## src/dbl_map.svh

```systemverilog
// Purpose: Offsets, field positions, message codes and times of the boot host.
// Assumes: 10 MHz system clock.
// Notes:   Definitions only.
`ifndef DBL_MAP_SVH
`define DBL_MAP_SVH

// ---------------------------------------------------------------
// Clock and times
// ---------------------------------------------------------------
`define DBL_CLK_KHZ 10000
`define DBL_T_RST_LOW_US 100
`define DBL_T_PIN_HOLD_US 10
`define DBL_T_APP_INIT_US 5000
`define DBL_T_SELF_LOAD_US 175000

// ---------------------------------------------------------------
// Register offsets and fields
// ---------------------------------------------------------------
`define DBL_OFS_CTRL 8'h00
`define DBL_OFS_IMAGE 8'h04
`define DBL_OFS_STATUS 8'h08
`define DBL_OFS_RESP 8'h0c
`define DBL_CTRL_HOST_BIT 0
`define DBL_CTRL_AUTO_BIT 1
`define DBL_CTRL_PAR_BIT 2
`define DBL_CTRL_KICK_BIT 3
`define DBL_CTRL_WR_BIT 4
`define DBL_CTRL_RD_BIT 5
`define DBL_CTRL_PSEL_BIT 6
`define DBL_IMG_LAST_BIT 8

// ---------------------------------------------------------------
// Messages
// ---------------------------------------------------------------
`define DBL_CMD_DOWNLOAD 24'h000004
`define DBL_CMD_IMG_ACK 24'h000005
`define DBL_CMD_AB_QUERY 24'h090003
`define DBL_RSP_AB_HEAD 24'h890003
`define DBL_RSP_AB_VALUE 24'h000000
`define DBL_CMD_START_DECODE 24'h000000
`define DBL_ST_BOOT_START 8'h01
`define DBL_ST_IMAGE_OK 8'h02

`endif

```

## src/dbl_pkg.sv

```systemverilog
// Purpose: Types of the boot host.
// Assumes: Nothing.
// Notes:   State codes are left to the tool.
package dbl_pkg;
   typedef enum logic [4:0] {
      ST_IDLE, ST_RST_LOW, ST_PIN_HOLD, ST_AB_WAIT, ST_AB_SEND, ST_AB_READ, ST_AB_CHECK, ST_AB_GAP,
      ST_SEND_DL, ST_READ_START, ST_LOAD, ST_READ_END, ST_SEND_ACK, ST_POST_WAIT, ST_READY,
      ST_SEND_KICK, ST_FAILED
   } dbl_state_t;
endpackage

```

## src/dbl_wait_timer.sv

```systemverilog
// Purpose: Down counter that pulses when a loaded wait has run out.
// Assumes: One clock, clock enable freezes it.
// Notes:   Done pulses count cycles after the start pulse.
`timescale 1ns/1ps
`default_nettype none
module dbl_wait_timer (
   input wire logic clk_in,
   input wire logic rstn_in,
   input wire logic ce_in,
   input wire logic start_in,
   input wire logic [23:0] count_in,
   output logic done_out
);
   logic [23:0] cnt_q;

   assign done_out = ce_in && (cnt_q == 24'h000001);

   always_ff @(posedge clk_in) begin
      if (!rstn_in) begin
         cnt_q <= 24'h000000;
      end else if (ce_in) begin
         if (start_in) begin
            cnt_q <= count_in;
         end else if (cnt_q != 24'h000000) begin
            cnt_q <= cnt_q - 24'h000001;
         end
      end
   end
endmodule // dbl_wait_timer
`default_nettype wire

```

## src/dbl_boot_host.sv

```systemverilog
// Purpose: Host controller that boots the audio decoder by download or self-load.
// Assumes: A host-port engine outside carries words and bytes; it shares CLK_SYS_IN.
// Notes:   Software orders boots through CTRL and streams the image through IMAGE.
// Notes on behaviour
// Hold reset low with chosen mode pins
// Send download command after reset release
// Image bytes only after boot-start byte
// Device reports failure byte then halts
// Retry reset and command once on failure
// Checksum good gives success, bad halts
// Acknowledge success with application-reset command
// Wait 5 ms before any configuration
// Parallel reads wait for output-ready flag
// Device samples mode pins at reset rise
// Self-load only with serial host mode
// Shared pin driven only open-drain low
// Stop driving shared pin after boot
// Device emits three address bytes per fetch
// Fourth strobe reads the ROM byte
// Three bytes form 24-bit address, top zero
// Self-load image fits 32 kilobytes
// Wait 175 ms, attention line masked
// Query word and expected two-word answer
// Wrong answer: wait, reread, then reboot
// Device idles until start-decode message
// Serial reads wait for attention line low
// Device outputs address most significant first
// Pin low around reset rise, then released
// Device ignores early or post-failure commands
//
// Implementation choices: the plain strobed port and the address map.
`timescale 1ns/1ps
`default_nettype none
`include "dbl_map.svh"
module dbl_boot_host #(
   parameter logic [23:0] APP_INIT_CYC = 24'(`DBL_T_APP_INIT_US * (`DBL_CLK_KHZ / 1000)),
   parameter logic [23:0] SELF_LOAD_CYC = 24'(`DBL_T_SELF_LOAD_US * (`DBL_CLK_KHZ / 1000))
) (
   input wire logic CLK_SYS_IN,
   input wire logic RSTN_IN,
   input wire logic CE_IN,
   input wire logic [7:0] REG_ADDR_IN,
   input wire logic [31:0] REG_WDATA_IN,
   input wire logic REG_WR_IN,
   input wire logic REG_RD_IN,
   output logic [31:0] REG_RDATA_OUT,
   output logic DEV_RESET_N_OUT,
   output logic DEV_WR_MODE_OUT,
   output logic DEV_RD_MODE_OUT,
   output logic DEV_PSEL_MODE_OUT,
   input wire logic SELF_LOAD_REQUEST_PIN_IN,
   output logic SELF_LOAD_REQUEST_PIN_OUT,
   output logic SELF_LOAD_REQUEST_PIN_OE_OUT,
   input wire logic HOST_OUTPUT_READY_FLAG_IN,
   output logic [23:0] TX_WORD_OUT,
   output logic TX_IS_WORD_OUT,
   output logic TX_VALID_OUT,
   input wire logic TX_READY_IN,
   output logic RX_REQ_OUT,
   input wire logic [7:0] RX_BYTE_IN,
   input wire logic RX_VALID_IN,
   output logic BOOT_DONE_OUT,
   output logic BOOT_FAIL_OUT
);
   localparam logic [23:0] RST_LOW_CYC = 24'(`DBL_T_RST_LOW_US * (`DBL_CLK_KHZ / 1000));
   localparam logic [23:0] PIN_HOLD_CYC = 24'(`DBL_T_PIN_HOLD_US * (`DBL_CLK_KHZ / 1000));

   function automatic logic dbl_hit(input logic [7:0] addr, input logic [7:0] ofs);
      return addr == ofs;
   endfunction

   // ---------------------------------------------------------------
   // State
   // ---------------------------------------------------------------
   dbl_pkg::dbl_state_t state_q;
   logic [1:0] attn_sync_q;
   logic par_q, wr_lvl_q, rd_lvl_q, psel_lvl_q, ab_mode_q;
   logic tries_q, ab_second_q, img_last_q, rd_pend_q, rx_req_q;
   logic tx_valid_q, tx_is_word_q;
   logic [23:0] tx_word_q;
   logic [7:0] last_stat_q;
   logic [47:0] resp_q;
   logic [2:0] rd_cnt_q;
   logic tmr_go_q;
   logic [23:0] tmr_load_q;
   logic dev_rst_n_q, pin_oe_q, done_q, fail_q;
   logic [31:0] rdata_q;
   logic tmr_done;

   // ---------------------------------------------------------------
   // Decode
   // ---------------------------------------------------------------
   wire attn_low = !attn_sync_q[1];
   wire wr_ctrl = REG_WR_IN && dbl_hit(REG_ADDR_IN, `DBL_OFS_CTRL);
   wire wr_img = REG_WR_IN && dbl_hit(REG_ADDR_IN, `DBL_OFS_IMAGE);
   wire at_rest = (state_q == dbl_pkg::ST_IDLE) || (state_q == dbl_pkg::ST_READY)
                  || (state_q == dbl_pkg::ST_FAILED);
   wire start_host = wr_ctrl && REG_WDATA_IN[`DBL_CTRL_HOST_BIT] && at_rest;
   // Self-load refused when parallel mode is asked for: the memory bus is busy then
   // serial only
   wire start_auto = wr_ctrl && REG_WDATA_IN[`DBL_CTRL_AUTO_BIT] && !REG_WDATA_IN[`DBL_CTRL_PAR_BIT]
                     && at_rest && !start_host;
   wire start_kick = wr_ctrl && REG_WDATA_IN[`DBL_CTRL_KICK_BIT] && (state_q == dbl_pkg::ST_READY);
   // output-ready gate
   // attention gate
   wire read_ok = par_q ? HOST_OUTPUT_READY_FLAG_IN : attn_low;
   wire tx_taken = tx_valid_q && TX_READY_IN;
   wire rx_take = rd_pend_q && RX_VALID_IN;
   // image after start
   wire img_wr = wr_img && (state_q == dbl_pkg::ST_LOAD) && !tx_valid_q && !img_last_q;
   wire reading = (state_q == dbl_pkg::ST_AB_READ) || (state_q == dbl_pkg::ST_READ_START)
                  || (state_q == dbl_pkg::ST_READ_END);
   // expected answer
   wire resp_ok = resp_q == {`DBL_RSP_AB_HEAD, `DBL_RSP_AB_VALUE};
   wire [31:0] status_word = {12'h000, tries_q, fail_q, done_q, !tx_valid_q, 3'h0, state_q, last_stat_q};

   assign REG_RDATA_OUT = rdata_q;
   assign DEV_RESET_N_OUT = dev_rst_n_q;
   assign DEV_WR_MODE_OUT = wr_lvl_q;
   assign DEV_RD_MODE_OUT = rd_lvl_q;
   assign DEV_PSEL_MODE_OUT = psel_lvl_q;
   // open-drain low only
   assign SELF_LOAD_REQUEST_PIN_OUT = 1'b0;
   assign SELF_LOAD_REQUEST_PIN_OE_OUT = pin_oe_q;
   assign TX_WORD_OUT = tx_word_q;
   assign TX_IS_WORD_OUT = tx_is_word_q;
   assign TX_VALID_OUT = tx_valid_q;
   assign RX_REQ_OUT = rx_req_q;
   assign BOOT_DONE_OUT = done_q;
   assign BOOT_FAIL_OUT = fail_q;

   dbl_wait_timer u_timer (
      .clk_in(CLK_SYS_IN),
      .rstn_in(RSTN_IN),
      .ce_in(CE_IN),
      .start_in(tmr_go_q),
      .count_in(tmr_load_q),
      .done_out(tmr_done)
   );

   // ---------------------------------------------------------------
   // Register port and pin synchroniser
   // ---------------------------------------------------------------
   always_ff @(posedge CLK_SYS_IN) begin
      if (!RSTN_IN) begin
         attn_sync_q <= 2'h3;
         rdata_q <= 32'h00000000;
         par_q <= 1'b0;
         wr_lvl_q <= 1'b0;
         rd_lvl_q <= 1'b0;
         psel_lvl_q <= 1'b0;
      end else if (CE_IN) begin
         attn_sync_q <= {attn_sync_q[0], SELF_LOAD_REQUEST_PIN_IN};
         if (REG_RD_IN && dbl_hit(REG_ADDR_IN, `DBL_OFS_CTRL)) begin
            rdata_q <= {25'h0000000, psel_lvl_q, rd_lvl_q, wr_lvl_q, 1'b0, par_q, 2'h0};
         end else if (REG_RD_IN && dbl_hit(REG_ADDR_IN, `DBL_OFS_STATUS)) begin
            rdata_q <= status_word;
         end else if (REG_RD_IN && dbl_hit(REG_ADDR_IN, `DBL_OFS_RESP)) begin
            rdata_q <= {8'h00, resp_q[23:0]};
         end else begin
            rdata_q <= 32'h00000000;
         end
         // mode levels chosen
         if (wr_ctrl && at_rest) begin
            par_q <= REG_WDATA_IN[`DBL_CTRL_PAR_BIT];
            wr_lvl_q <= REG_WDATA_IN[`DBL_CTRL_WR_BIT];
            rd_lvl_q <= REG_WDATA_IN[`DBL_CTRL_RD_BIT];
            psel_lvl_q <= REG_WDATA_IN[`DBL_CTRL_PSEL_BIT];
         end
      end
   end

   // ---------------------------------------------------------------
   // Read handshake toward the host-port engine
   // ---------------------------------------------------------------
   always_ff @(posedge CLK_SYS_IN) begin
      if (!RSTN_IN) begin
         rd_pend_q <= 1'b0;
         rx_req_q <= 1'b0;
      end else if (CE_IN) begin
         rx_req_q <= 1'b0;
         if (rx_take) begin
            rd_pend_q <= 1'b0;
         end else if (reading && !rd_pend_q && read_ok) begin
            rx_req_q <= 1'b1;
            rd_pend_q <= 1'b1;
         end
      end
   end

   // ---------------------------------------------------------------
   // Boot sequencer
   // ---------------------------------------------------------------
   always_ff @(posedge CLK_SYS_IN) begin
      if (!RSTN_IN) begin
         state_q <= dbl_pkg::ST_IDLE;
         ab_mode_q <= 1'b0;
         tries_q <= 1'b0;
         ab_second_q <= 1'b0;
         img_last_q <= 1'b0;
         tx_valid_q <= 1'b0;
         tx_is_word_q <= 1'b1;
         tx_word_q <= 24'h000000;
         last_stat_q <= 8'h00;
         resp_q <= 48'h000000000000;
         rd_cnt_q <= 3'h0;
         tmr_go_q <= 1'b0;
         tmr_load_q <= 24'h000000;
         dev_rst_n_q <= 1'b0;
         pin_oe_q <= 1'b0;
         done_q <= 1'b0;
         fail_q <= 1'b0;
      end else if (CE_IN) begin
         tmr_go_q <= 1'b0;
         case (state_q)
            dbl_pkg::ST_IDLE, dbl_pkg::ST_READY, dbl_pkg::ST_FAILED: begin
               if (start_host || start_auto) begin
                  // reset with mode pins
                  // pin low across reset rise
                  state_q <= dbl_pkg::ST_RST_LOW;
                  ab_mode_q <= start_auto;
                  pin_oe_q <= start_auto;
                  dev_rst_n_q <= 1'b0;
                  tries_q <= 1'b0;
                  ab_second_q <= 1'b0;
                  done_q <= 1'b0;
                  fail_q <= 1'b0;
                  tmr_go_q <= 1'b1;
                  tmr_load_q <= RST_LOW_CYC;
               end else if (start_kick) begin
                  state_q <= dbl_pkg::ST_SEND_KICK;
                  tx_valid_q <= 1'b1;
                  tx_is_word_q <= 1'b1;
                  tx_word_q <= `DBL_CMD_START_DECODE;
               end
            end
            dbl_pkg::ST_RST_LOW: begin
               if (tmr_done) begin
                  dev_rst_n_q <= 1'b1;
                  if (ab_mode_q) begin
                     state_q <= dbl_pkg::ST_PIN_HOLD;
                     tmr_go_q <= 1'b1;
                     tmr_load_q <= PIN_HOLD_CYC;
                  end else begin
                     // download command
                     state_q <= dbl_pkg::ST_SEND_DL;
                     tx_valid_q <= 1'b1;
                     tx_is_word_q <= 1'b1;
                     tx_word_q <= `DBL_CMD_DOWNLOAD;
                  end
               end
            end
            dbl_pkg::ST_PIN_HOLD: begin
               if (tmr_done) begin
                  // line handed back to the device
                  pin_oe_q <= 1'b0;
                  state_q <= dbl_pkg::ST_AB_WAIT;
                  tmr_go_q <= 1'b1;
                  tmr_load_q <= SELF_LOAD_CYC;
               end
            end
            dbl_pkg::ST_AB_WAIT: begin
               // load wait, attention ignored
               if (tmr_done) begin
                  state_q <= dbl_pkg::ST_AB_SEND;
                  tx_valid_q <= 1'b1;
                  tx_is_word_q <= 1'b1;
                  tx_word_q <= `DBL_CMD_AB_QUERY;
               end
            end
            dbl_pkg::ST_AB_SEND: begin
               if (tx_taken) begin
                  tx_valid_q <= 1'b0;
                  rd_cnt_q <= 3'h0;
                  state_q <= dbl_pkg::ST_AB_READ;
               end
            end
            dbl_pkg::ST_AB_READ: begin
               if (rx_take) begin
                  resp_q <= {resp_q[39:0], RX_BYTE_IN};
                  rd_cnt_q <= rd_cnt_q + 3'h1;
                  if (rd_cnt_q == 3'h5) begin
                     state_q <= dbl_pkg::ST_AB_CHECK;
                  end
               end
            end
            dbl_pkg::ST_AB_CHECK: begin
               // reread once, then reboot once
               if (resp_ok) begin
                  state_q <= dbl_pkg::ST_READY;
                  done_q <= 1'b1;
               end else if (!ab_second_q) begin
                  ab_second_q <= 1'b1;
                  state_q <= dbl_pkg::ST_AB_GAP;
                  tmr_go_q <= 1'b1;
                  tmr_load_q <= APP_INIT_CYC;
               end else if (!tries_q) begin
                  tries_q <= 1'b1;
                  ab_second_q <= 1'b0;
                  pin_oe_q <= 1'b1;
                  dev_rst_n_q <= 1'b0;
                  state_q <= dbl_pkg::ST_RST_LOW;
                  tmr_go_q <= 1'b1;
                  tmr_load_q <= RST_LOW_CYC;
               end else begin
                  state_q <= dbl_pkg::ST_FAILED;
                  fail_q <= 1'b1;
               end
            end
            dbl_pkg::ST_AB_GAP: begin
               if (tmr_done) begin
                  state_q <= dbl_pkg::ST_AB_SEND;
                  tx_valid_q <= 1'b1;
                  tx_is_word_q <= 1'b1;
                  tx_word_q <= `DBL_CMD_AB_QUERY;
               end
            end
            dbl_pkg::ST_SEND_DL, dbl_pkg::ST_SEND_ACK, dbl_pkg::ST_SEND_KICK: begin
               if (tx_taken) begin
                  tx_valid_q <= 1'b0;
                  if (state_q == dbl_pkg::ST_SEND_DL) begin
                     state_q <= dbl_pkg::ST_READ_START;
                  end else if (state_q == dbl_pkg::ST_SEND_ACK) begin
                     // application init time
                     state_q <= dbl_pkg::ST_POST_WAIT;
                     tmr_go_q <= 1'b1;
                     tmr_load_q <= APP_INIT_CYC;
                  end else begin
                     state_q <= dbl_pkg::ST_READY;
                  end
               end
            end
            dbl_pkg::ST_READ_START: begin
               if (rx_take) begin
                  last_stat_q <= RX_BYTE_IN;
                  if (RX_BYTE_IN == `DBL_ST_BOOT_START) begin
                     state_q <= dbl_pkg::ST_LOAD;
                  end else if (!tries_q) begin
                     // one retry of reset and command
                     tries_q <= 1'b1;
                     dev_rst_n_q <= 1'b0;
                     state_q <= dbl_pkg::ST_RST_LOW;
                     tmr_go_q <= 1'b1;
                     tmr_load_q <= RST_LOW_CYC;
                  end else begin
                     // device halted
                     state_q <= dbl_pkg::ST_FAILED;
                     fail_q <= 1'b1;
                  end
               end
            end
            dbl_pkg::ST_LOAD: begin
               if (img_wr) begin
                  tx_valid_q <= 1'b1;
                  tx_is_word_q <= 1'b0;
                  tx_word_q <= {16'h0000, REG_WDATA_IN[7:0]};
                  img_last_q <= REG_WDATA_IN[`DBL_IMG_LAST_BIT];
               end else if (tx_taken) begin
                  tx_valid_q <= 1'b0;
                  if (img_last_q) begin
                     img_last_q <= 1'b0;
                     state_q <= dbl_pkg::ST_READ_END;
                  end
               end
            end
            dbl_pkg::ST_READ_END: begin
               if (rx_take) begin
                  last_stat_q <= RX_BYTE_IN;
                  // checksum verdict
                  if (RX_BYTE_IN == `DBL_ST_IMAGE_OK) begin
                     // acknowledge success
                     state_q <= dbl_pkg::ST_SEND_ACK;
                     tx_valid_q <= 1'b1;
                     tx_is_word_q <= 1'b1;
                     tx_word_q <= `DBL_CMD_IMG_ACK;
                  end else begin
                     state_q <= dbl_pkg::ST_FAILED;
                     fail_q <= 1'b1;
                  end
               end
            end
            dbl_pkg::ST_POST_WAIT: begin
               if (tmr_done) begin
                  state_q <= dbl_pkg::ST_READY;
                  done_q <= 1'b1;
               end
            end
            default: begin
               state_q <= dbl_pkg::ST_IDLE;
            end
         endcase
      end
   end

   // Cycles spent in the two long waits, counted only while enabled
   logic [23:0] post_cnt_q, load_cnt_q;
   always_ff @(posedge CLK_SYS_IN) begin
      if (!RSTN_IN) begin
         post_cnt_q <= 24'h000000;
         load_cnt_q <= 24'h000000;
      end else if (CE_IN) begin
         post_cnt_q <= (state_q == dbl_pkg::ST_POST_WAIT) ? post_cnt_q + 24'h000001 : 24'h000000;
         load_cnt_q <= (state_q == dbl_pkg::ST_AB_WAIT) ? load_cnt_q + 24'h000001 : 24'h000000;
      end
   end
endmodule // dbl_boot_host
`default_nettype wire

```

## config.mk

```make
export PLATFORM = sky130hd
export DESIGN_NAME = dbl_boot_host
export DESIGN_NICKNAME = d
export VERILOG_FILES = /design/src/dbl_pkg.sv /design/src/dbl_wait_timer.sv /design/src/dbl_boot_host.sv
export VERILOG_INCLUDE_DIRS = /design/src
export SDC_FILE = /design/constraint.sdc
export NUM_CORES = 1
export LEC_CHECK = 0
export BUFFER_PORTS_ARGS = -buffer_cell sky130_fd_sc_hd__buf_4
export CAP_MARGIN = 10
export CORE_MARGIN = 1.5
export CORE_UTILIZATION = 30
export DETAILED_ROUTE_END_ITERATION = 8
export GPL_TIMING_DRIVEN = 0
export HOLD_SLACK_MARGIN = 0.06
export SLEW_MARGIN = 10
export SYNTH_ARGS = -nofsm -noshare
export SYNTH_HDL_FRONTEND = slang
export SYNTH_SLANG_ARGS = --single-unit
```

## constraint.sdc

```tcl
create_clock -name CLK_SYS_IN -period 2.7 [get_ports CLK_SYS_IN]
set_input_delay 0.135 -clock CLK_SYS_IN [delete_from_list [all_inputs] [get_ports CLK_SYS_IN]]
set_output_delay 0.135 -clock CLK_SYS_IN [all_outputs]
set_load 0.05 [all_outputs]
```

; Word level (Yosys, flattened, before mapping)
; Cells that the tools add are included.
[classes]
n_reduce_logical = 72
add_sub_neg = 2
eq_ne = 53
muxes = 118
[op_table]
columns = cell, count
row1 = 24-bit two-way mux, 25
row2 = 24-bit one-hot mux with 6 select lines, 1
row3 = 24-bit one-hot mux with 5 select lines, 1
row4 = 5-bit two-way mux, 20
row5 = 5-bit one-hot mux with 12 select lines, 1
row6 = 1-bit two-way mux, 55
row7 = 2-bit != test (second input constant), 25
row8 = 48-bit == test (second input constant), 1
row9 = 5-bit by 4-bit == test with 1-bit output (second input constant), 8
row10 = 24-bit by 1-bit == test with 1-bit output (second input constant), 1
row11 = 24-bit nonzero test, 1
row12 = 24-bit by 1-bit subtractor with 24-bit output (second input constant), 1
row13 = 1-bit logical AND, 22
row14 = 5-bit by 3-bit == test with 1-bit output (second input constant), 4
row15 = 9-bit AND reduction, 2
row16 = 8-bit by 4-bit == test with 1-bit output (second input constant), 2
row17 = 15-bit AND reduction, 1
row18 = 7-bit AND reduction, 2
row19 = 1-bit one-hot mux with 6 select lines, 2
row20 = 12-bit AND reduction, 1
row21 = 3-bit AND reduction, 4
row22 = 6-bit nonzero test, 2
row23 = 5-bit by 2-bit == test with 1-bit output (second input constant), 2
row24 = 10-bit AND reduction, 1
row25 = 32 further kinds, 60
[totals]
elab_cells = 271
inputBits = 57
out_inout_bits = 67
register_bits = 187

; Longest topological paths before layout
; Gate-level depths: netlist of the first run.
[depth]
ltp_word = 9
depth_mapped = 10
mapped_depth_nobuf = 8

; Cells and area by module
; From an unflattened synthesis of the first run, not the netlist that was laid out.
[unflattened]
hier_cells = 1040
hier_area_um2 = 8349.3
[modules_own_cells]
columns = mod, n_inst, area_per_inst_um2, cells_per_inst, seq_area_each_um2
row1 = dbl_boot_host, 1, 6621.4, 809, 2802.7
row2 = dbl_wait_timer, 1, 1727.9, 231, 480.5

; Worst setup path after synthesis of the first run
; OpenSTA, ideal clock, no wires.
[synth_timing]
kind = input to register
startpoint = input RX_BYTE_IN[2]
endpoint = register tmr_load_q[14]
stages = 9
setup_slack_ns = 0.313
t_required_ns = 2.583
setup_time_ns = 0.117
path_buffers = 3
t_arrival_ns = 2.270
path_cell_list = or4_4 -> or4b_4 -> and2_4 -> o32a_1 -> buf_6 -> and3_4 -> buf_6 -> buf_8 -> a32o_1
[synth_via]
elab_chain_cells = 3
[synth_rtl]
columns = item, line_no
row1 = start: declaration, dbl_boot_host.sv:60  ; input wire logic [7:0] RX_BYTE_IN,
row2 = 8-bit by 1-bit == test with 1-bit output (no source line), --
row3 = 2-bit != test (no source line), --
row4 = 12-bit AND reduction (no source line), --
row5 = end signal: assignment, dbl_boot_host.sv:208  ; tmr_load_q <= 24'h000000;
row6 = end signal: assignment, dbl_boot_host.sv:229  ; tmr_load_q <= RST_LOW_CYC;
row7 = end signal: assignment, dbl_boot_host.sv:243  ; tmr_load_q <= PIN_HOLD_CYC;
row8 = end: declaration, dbl_boot_host.sv:85  ; logic [23:0] tmr_load_q;
; Every way passes these cells.
; A chain may end at the register's enable or synchronous reset.

; Worst setup path in the final report of the first run
[layout_timing]
startpoint = register resp_q[6]
endpoint = register tmr_load_q[14]
[layout_via]
elab_chain_cells = 3
[layout_rtl]
columns = item, line_no
row1 = start: declaration, dbl_boot_host.sv:82  ; logic [47:0] resp_q;
row2 = start signal: assignment, dbl_boot_host.sv:280  ; resp_q <= {resp_q[39:0], RX_BYTE_IN};
row3 = 48-bit == test, dbl_boot_host.sv:114  ; wire resp_ok = resp_q == {`DBL_RSP_AB_HEAD, `DBL_RSP_AB_VALUE};
row4 = 2-bit != test (no source line), --
row5 = 12-bit AND reduction (no source line), --
; Every way passes these cells.

==> impl_results.md, run 1 <==
- Die Area: 28700 um2
- Prevailing post-synth register cell: dfxtp_1
- H-tree Lvls: 4
- HP Class: in -> reg
- Netlist cell types: 80
- Outcome: complete, no violations
- Post-synthesis area per instance: 7.99 um2
- Register clock-pin slew on the reported worst setup and hold paths: 0.07 ns
- Final WS setup: 0.112 ns
- Post-Syn Instances: 1039
- F_max: 0.386 GHz
- CTS Buffer Depth: 2
- Slew headroom: 0.433
- Post-synth EDFFs: 0
- GRT overflow: 0
- Gpl congestion: 0.949
- Max Slew Vio Count: 0
- Unrepaired setup endpoints after global routing: no
- Pleak: 3.88 nW
- Gr usage total: 0.207
- Layout cells sized above 1: 0.171
- Commonest non-fill, non-tap cell in the layout: dfxtp_1
- Synth warnings: 0
- Dpl ws: -0.622 ns
- Crit Path Max Fanout: 10
- Tightest Pin Transition: 0.844 ns
- Initial Util: 0.307
- Crit start category: flip-flop
- Period Utilization, post-route: 0.959
- HPWL after DPL: 21600 um
- VDD IR max: 0.000441 V
- Vias in the first global route: 7947
- Yosys reg bits: 164
- Final setup vio count: 0
- Die X: 169 um
- CTS tree: done
- Post-route DRC violation count: 0
- Initial detailed-routing violation count: 678
- Wire length per cell: 19.3 um
- Routed vias: 8442
- Inserted Diodes: 0
- Pwr dens: 945 nW/um2
- Register area share after synthesis: 0.396
- Drt pass-1 iters: 5
- WS Path Type: reg -> reg
- Reg2Reg Setup Slack: 0.11 ns
- Core ar.: 27000 um2
- Pin count of the biggest net entering global routing: 21
- Final hold viol count: 0
- Synthesized cell area: 8300 um2
- Skew-Pair Late Insertion Delay: 0.45 ns
- Overall routed net length: 29500 um
- First-pass GRT wire length: 45900 um
- Fin Clk Skew: 0.0240 ns
- Row count: 60
- Setup crit end kind: flip-flop
- Nets: 1237
- # Max-Cap Violations: 0
- Most frequent cells in the layout: dfxtp_1, nand2_1, buf_4
- Ports: 124
- Post-layout util: 0.384
- Ys async rst share: 0
- WP data arrival: 2.91 ns
- Area grow syn2layout: 25.1%
- Num Clock Sinks: 164
- Fin crit period: 2.59 ns
- Initial antenna violation count: 0
- Root Driver: clkbuf_16
- Height of the die: 169 um
- Vias/cell: 5.52
- Detail Route Antenna Nets: 0
- Final Power: 9.81 mW
- Port-buffer cells: 76
- Num CTS Buffers: 17
- CP Data Required Time: 3.02 ns
-- worst max-delay path, cell delays in order, from the launching register on --
cell     delay, ns
dfxtp_1       0.38
nor4_2        0.42
and4_1        0.31
nand3_1       0.20
o22a_1        0.44
and3_4        0.24
buf_6         0.12
buf_8         0.14
a32o_1        0.21
-- through the flow --
stage | setup TNS (ns) | hold WS [ns] | instance area, um2 | std cells
2_1_floorplan | 0 | 0.263 | 8380 | 1061
3_3_place_gp | -17.36 | 0.383 | 9380 | 1478
3_5_place_dp | -17.72 | 0.377 | 9390 | 1478
4_1_cts | 0 | 0.0651 | 10300 | 1528
5_1_grt | 0 | 0.103 | 10400 | 1529
6_report | 0 | 0.0855 | 10400 | 1529
-- flip-flops by register name, indices dropped and copies added, names as in the netlist, 2 cells and up --
name           cells
state_q            5
u_timer.cnt_q     24
REG_RDATA_OUT     24
TX_WORD_OUT        9
attn_sync_q        2
rd_cnt_q           3
resp_q            48
tmr_load_q        24
last_stat_q        8
-- cell type report --
class / count / area [um2]
fill: 2825 / 16600
multi-input combinational: 789 / 4710
sequential: 164 / 3290
timing repair buffer: 100 / 803
buffer: 88 / 475
tap: 341 / 427
clock buffer: 17 / 425
clock inverter: 15 / 201
inverter: 15 / 56.3
-- what timing repair did --
item                                   4_1_cts  5_1_grt
resized for setup                           27       30
hold buffers                                20        0
setup endpoints to repair                   93       81
endpoints found under the hold margin       31        0
setup buffers                                0        5
pin swaps                                    0        4
-- kinds of logic after synthesis --
| family | share of synthesized area |
|---|---|
| compound gates | 0.228 |
| xor+xnor | 0.00106 |
| fa+ha+maj | 0.00754 |
| buf+inv | 0.0633 |
| flops | 0.396 |
| mux | 0.0470 |
| other cells | 0.000452 |
| simple gates | 0.257 |
-- metal layers --
layer  part of all wire  vias to the layer above  global-route usage
met1               0.46                     4035               0.280
li1                   -                     3981                   -
met3              0.068                       69              0.0380
met2               0.44                      357               0.324
met5                  0                        -                   0
met4              0.035                        0              0.0877
-- worst paths after layout --
check,from,to,cells after the start
worst min register to register,resp_q[45],resp_q[45],2
worst max register to register,resp_q[6],tmr_load_q[14],8
worst min-delay path,RSTN_IN,BOOT_DONE_OUT,3
worst max-delay path,resp_q[6],tmr_load_q[14],8
-- power by group --
part           internal [mW]  switching [mW]
Combinational           1.61            2.71
Clock                   1.27            1.23
Sequential              2.66           0.326
Total                   5.54            4.27
-- Yosys cell counts, types with 6 or more instances --
library cell | instances | area share
nor2_1 | 98 | 0.044
a21oi_1 | 102 | 0.062
o31ai_1 | 8 | 0.0072
clkbuf_1 | 55 | 0.025
and3_1 | 6 | 0.0045
o21ai_0 | 43 | 0.026
a41oi_1 | 8 | 0.0084
buf_1 | 8 | 0.0036
or2_2 | 6 | 0.0045
nor3_1 | 26 | 0.016
a211oi_2 | 6 | 0.0090
nand3_1 | 24 | 0.014
dfxtp_1 | 164 | 0.40
nand2_1 | 159 | 0.072
buf_4 | 24 | 0.022
a22o_1 | 6 | 0.0063
a32oi_1 | 9 | 0.0095
nand4_1 | 7 | 0.0053
a21o_1 | 8 | 0.0072
nand2b_1 | 14 | 0.011
a22oi_1 | 11 | 0.010
o2bb2ai_1 | 7 | 0.0074
inv_1 | 13 | 0.0059
a31oi_1 | 9 | 0.0068
nor2b_1 | 10 | 0.0075
or3_1 | 11 | 0.0083
and2_1 | 20 | 0.015
mux2i_1 | 39 | 0.047
nor4b_1 | 8 | 0.0084
nor4_1 | 16 | 0.012
a32o_1 | 8 | 0.0096
(Power assumes the default switching activity.)
==> run 2, diff against run 1 <==
Settings changed: CORE_MARGIN 1.5 to unset.
==> impl_results.md, run 2 (synthesis gave the netlist of run 1 again) <==
- FF/Latch Area: 3290 um2 (unchanged)
- CTS Buffer Depth: 2 (unchanged)
- Pint: 5.55 mW (+0.13%)
- Inserted Diodes: 0 (unchanged)
- Final Power: 9.77 mW (-0.43%)
- Gpl congestion: 0.945 (-0.46%)
- Crit start category: flip-flop
- WS Path Type: reg -> reg
- Vias in the first global route: 8153 (+2.6%)
- Psw: 4.22 mW (-1.2%)
- Register with the most flip-flops: resp_q
- Skew-Pair Late Insertion Delay: 0.44 ns (about the same)
- Port-buffer cells: 76 (unchanged)
- Design area: 10400 um2 (+0.17%)
- Initial Util: 0.307 (unchanged)
- Area grow syn2layout: 25.3%
- Most frequent cells in the layout: dfxtp_1, nand2_1, buf_4
- First-pass GRT wire length: 44900 um (-2.1%)
- Root Driver: clkbuf_16
- CP Data Required Time: 3.02 ns (about the same)
- Detail Route Antenna Nets: 0 (unchanged)
- Layout cells sized above 1: 0.168 (-0.00295)
- Initial antenna violation count: 0 (unchanged)
- WP data arrival: 2.98 ns (+0.07 ns)
- Tightest Pin Transition: 0.939 ns (+0.0951 ns)
- VDD IR max: 0.000449 V (+1.8%)
- Final hold viol count: 0 (unchanged)
- Height of the die: 168 um (-0.59%)
- GRT overflow: 0 (unchanged)
- H-tree Lvls: 4 (unchanged)
- Ports: 124 (unchanged)
- Dpl ws: -0.566 ns (+0.0553 ns)
- HPWL after DPL: 21100 um (-2.5%)
- Max reg flops: 48 (unchanged)
- Routed vias: 8436 (-0.071%)
- Nets: 1240 (+0.24%)
- Unrepaired setup endpoints after global routing: yes
- Pleak: 3.88 nW (about the same)
- Core ar.: 27000 um2 (unchanged)
- Gate power share: 0.437 (-0.004)
- Num Clock Sinks: 164 (unchanged)
- Switch share: 0.432 (-0.00317)
- Crit Path Max Fanout: 10 (unchanged)
- Fin crit period: 2.66 ns (+0.0682 ns)
- Initial detailed-routing violation count: 625 (-7.8%)
- Pin count of the biggest net entering global routing: 21 (unchanged)
- Commonest non-fill, non-tap cell in the layout: dfxtp_1
- Die X: 168 um (-0.59%)
- Reg power frac: 0.306 (+0.002)
- Row count: 60 (unchanged)
- Wire length per cell: 18.7 um (-2.9%)
- Slew headroom: 0.374 (-0.0592)
- Gr usage total: 0.203 (-0.00393)
- Fin Clk Skew: 0.0222 ns (-0.00174 ns)
- Die Area: 28300 um2 (-1.2%)
- DP Cell Count: 1478 (unchanged)
- Post-route insts no fill: 1532 (+0.20%)
- Drt pass-1 iters: 5 (unchanged)
- Overall routed net length: 28700 um (-2.7%)
- Final WS setup: 0.0434 ns (-0.0682 ns)
- # Max-Cap Violations: 0 (unchanged)
- Number of fill cells: 2818 (-0.25%)
- Register clock-pin slew on the reported worst setup and hold paths: 0.07 ns (about the same)
- Outcome: complete, no violations
- HP Class: in -> reg
- Max Slew Vio Count: 0 (unchanged)
- Setup crit end kind: flip-flop
- Pwr dens: 939 nW/um2 (-0.60%)
- Clk pwr share: 0.258 (+0.003)
- Post-route DRC violation count: 0 (unchanged)
- Placed cell area: 9390 um2 (unchanged)
- Area of the multi-input gates: 4710 um2 (+0.13%)
- Final setup vio count: 0 (unchanged)
- Hold WS: 0.189 ns (+0.104 ns)
- CTS tree: done
- Period Utilization, post-route: 0.984 (+0.0253)
- Num CTS Buffers: 17 (unchanged)
- F_max: 0.376 GHz (-2.6%)
- Vias/cell: 5.51 (-0.27%)
run 2: cell types whose count changed in the layout (fill, tap and decap cells not counted), moves of 2 or more:
cell | previous run | this run
clkbuf_2 | 11 | 14
nor4_1 | 12 | 14
nor4_2 | 4 | 1
dlygate4sd3_1 | 19 | 21
clkbuf_1 | 37 | 39
buf_2 | 6 | 3
run 2: worst paths after layout:
check	slack, ns	depth (start not counted)	to	from
hold reg to reg	0.46	2	resp_q[42]	resp_q[42]
hold / removal	0.19	5	rd_pend_q	HOST_OUTPUT_READY_FLAG_IN
setup / recovery	0.04	8	tmr_load_q[2]	state_q[4]
setup reg to reg	0.04	8	tmr_load_q[2]	state_q[4]
run 2: per-stage QoR:
stage          utilization  TNS [ns]
3_3_place_gp         0.347    -26.76
5_1_grt              0.385   -0.0175
6_report             0.385         0
4_1_cts              0.381         0
3_5_place_dp         0.347    -23.65
2_1_floorplan            -         0
run 2: what timing repair did:
action | in CTS | in global routing
pin swaps | 0 | 6
hold buffers | 21 | 0
buffers inserted | 0 | 4
setup endpoints to repair | 112 | 58
endpoints found under the hold margin | 32 | 0
gates resized for setup | 22 | 33
run 2: power groups by stage:
stage | sequential [mW] | clock, mW | combinational (mW)
finish | 2.99 | 2.51 | 4.27
global route | 3.02 | 2.65 | 4.60
CTS | 2.94 | 2.56 | 4.03
detailed placement | 2.98 | 0 | 3.88
global placement | 2.98 | 0 | 3.90
floorplan | 2.95 | 0 | 2.83
run 2: routing by layer:
metal,track usage,part of all wire,up-vias
met2,0.311,0.44,353
met1,0.267,0.45,4009
li1,-,-,3995
met3,0.0451,0.075,79
met5,0,0,-
met4,0.108,0.038,0
run 2: cell type report:
| type | instances | share of cell area |
|---|---|---|
| clock buffer | 17 | 0.0409 |
| multi-input combinational | 789 | 0.453 |
| timing repair buffer | 100 | 0.0772 |
| buffer | 91 | 0.0468 |
| inverter | 15 | 0.00541 |
| sequential | 164 | 0.316 |
| tap | 341 | 0.0410 |
| clock inverter | 15 | 0.0194 |
run 2: critical path, stage by stage, from the launching register on:
cell,delay (ns)
dfxtp_1,0.31
clkbuf_1,0.44
nor2_2,0.18
nand3_1,0.31
o22a_1,0.20
buf_1,0.43
a31oi_4,0.21
clkbuf_4,0.25
a32o_1,0.21
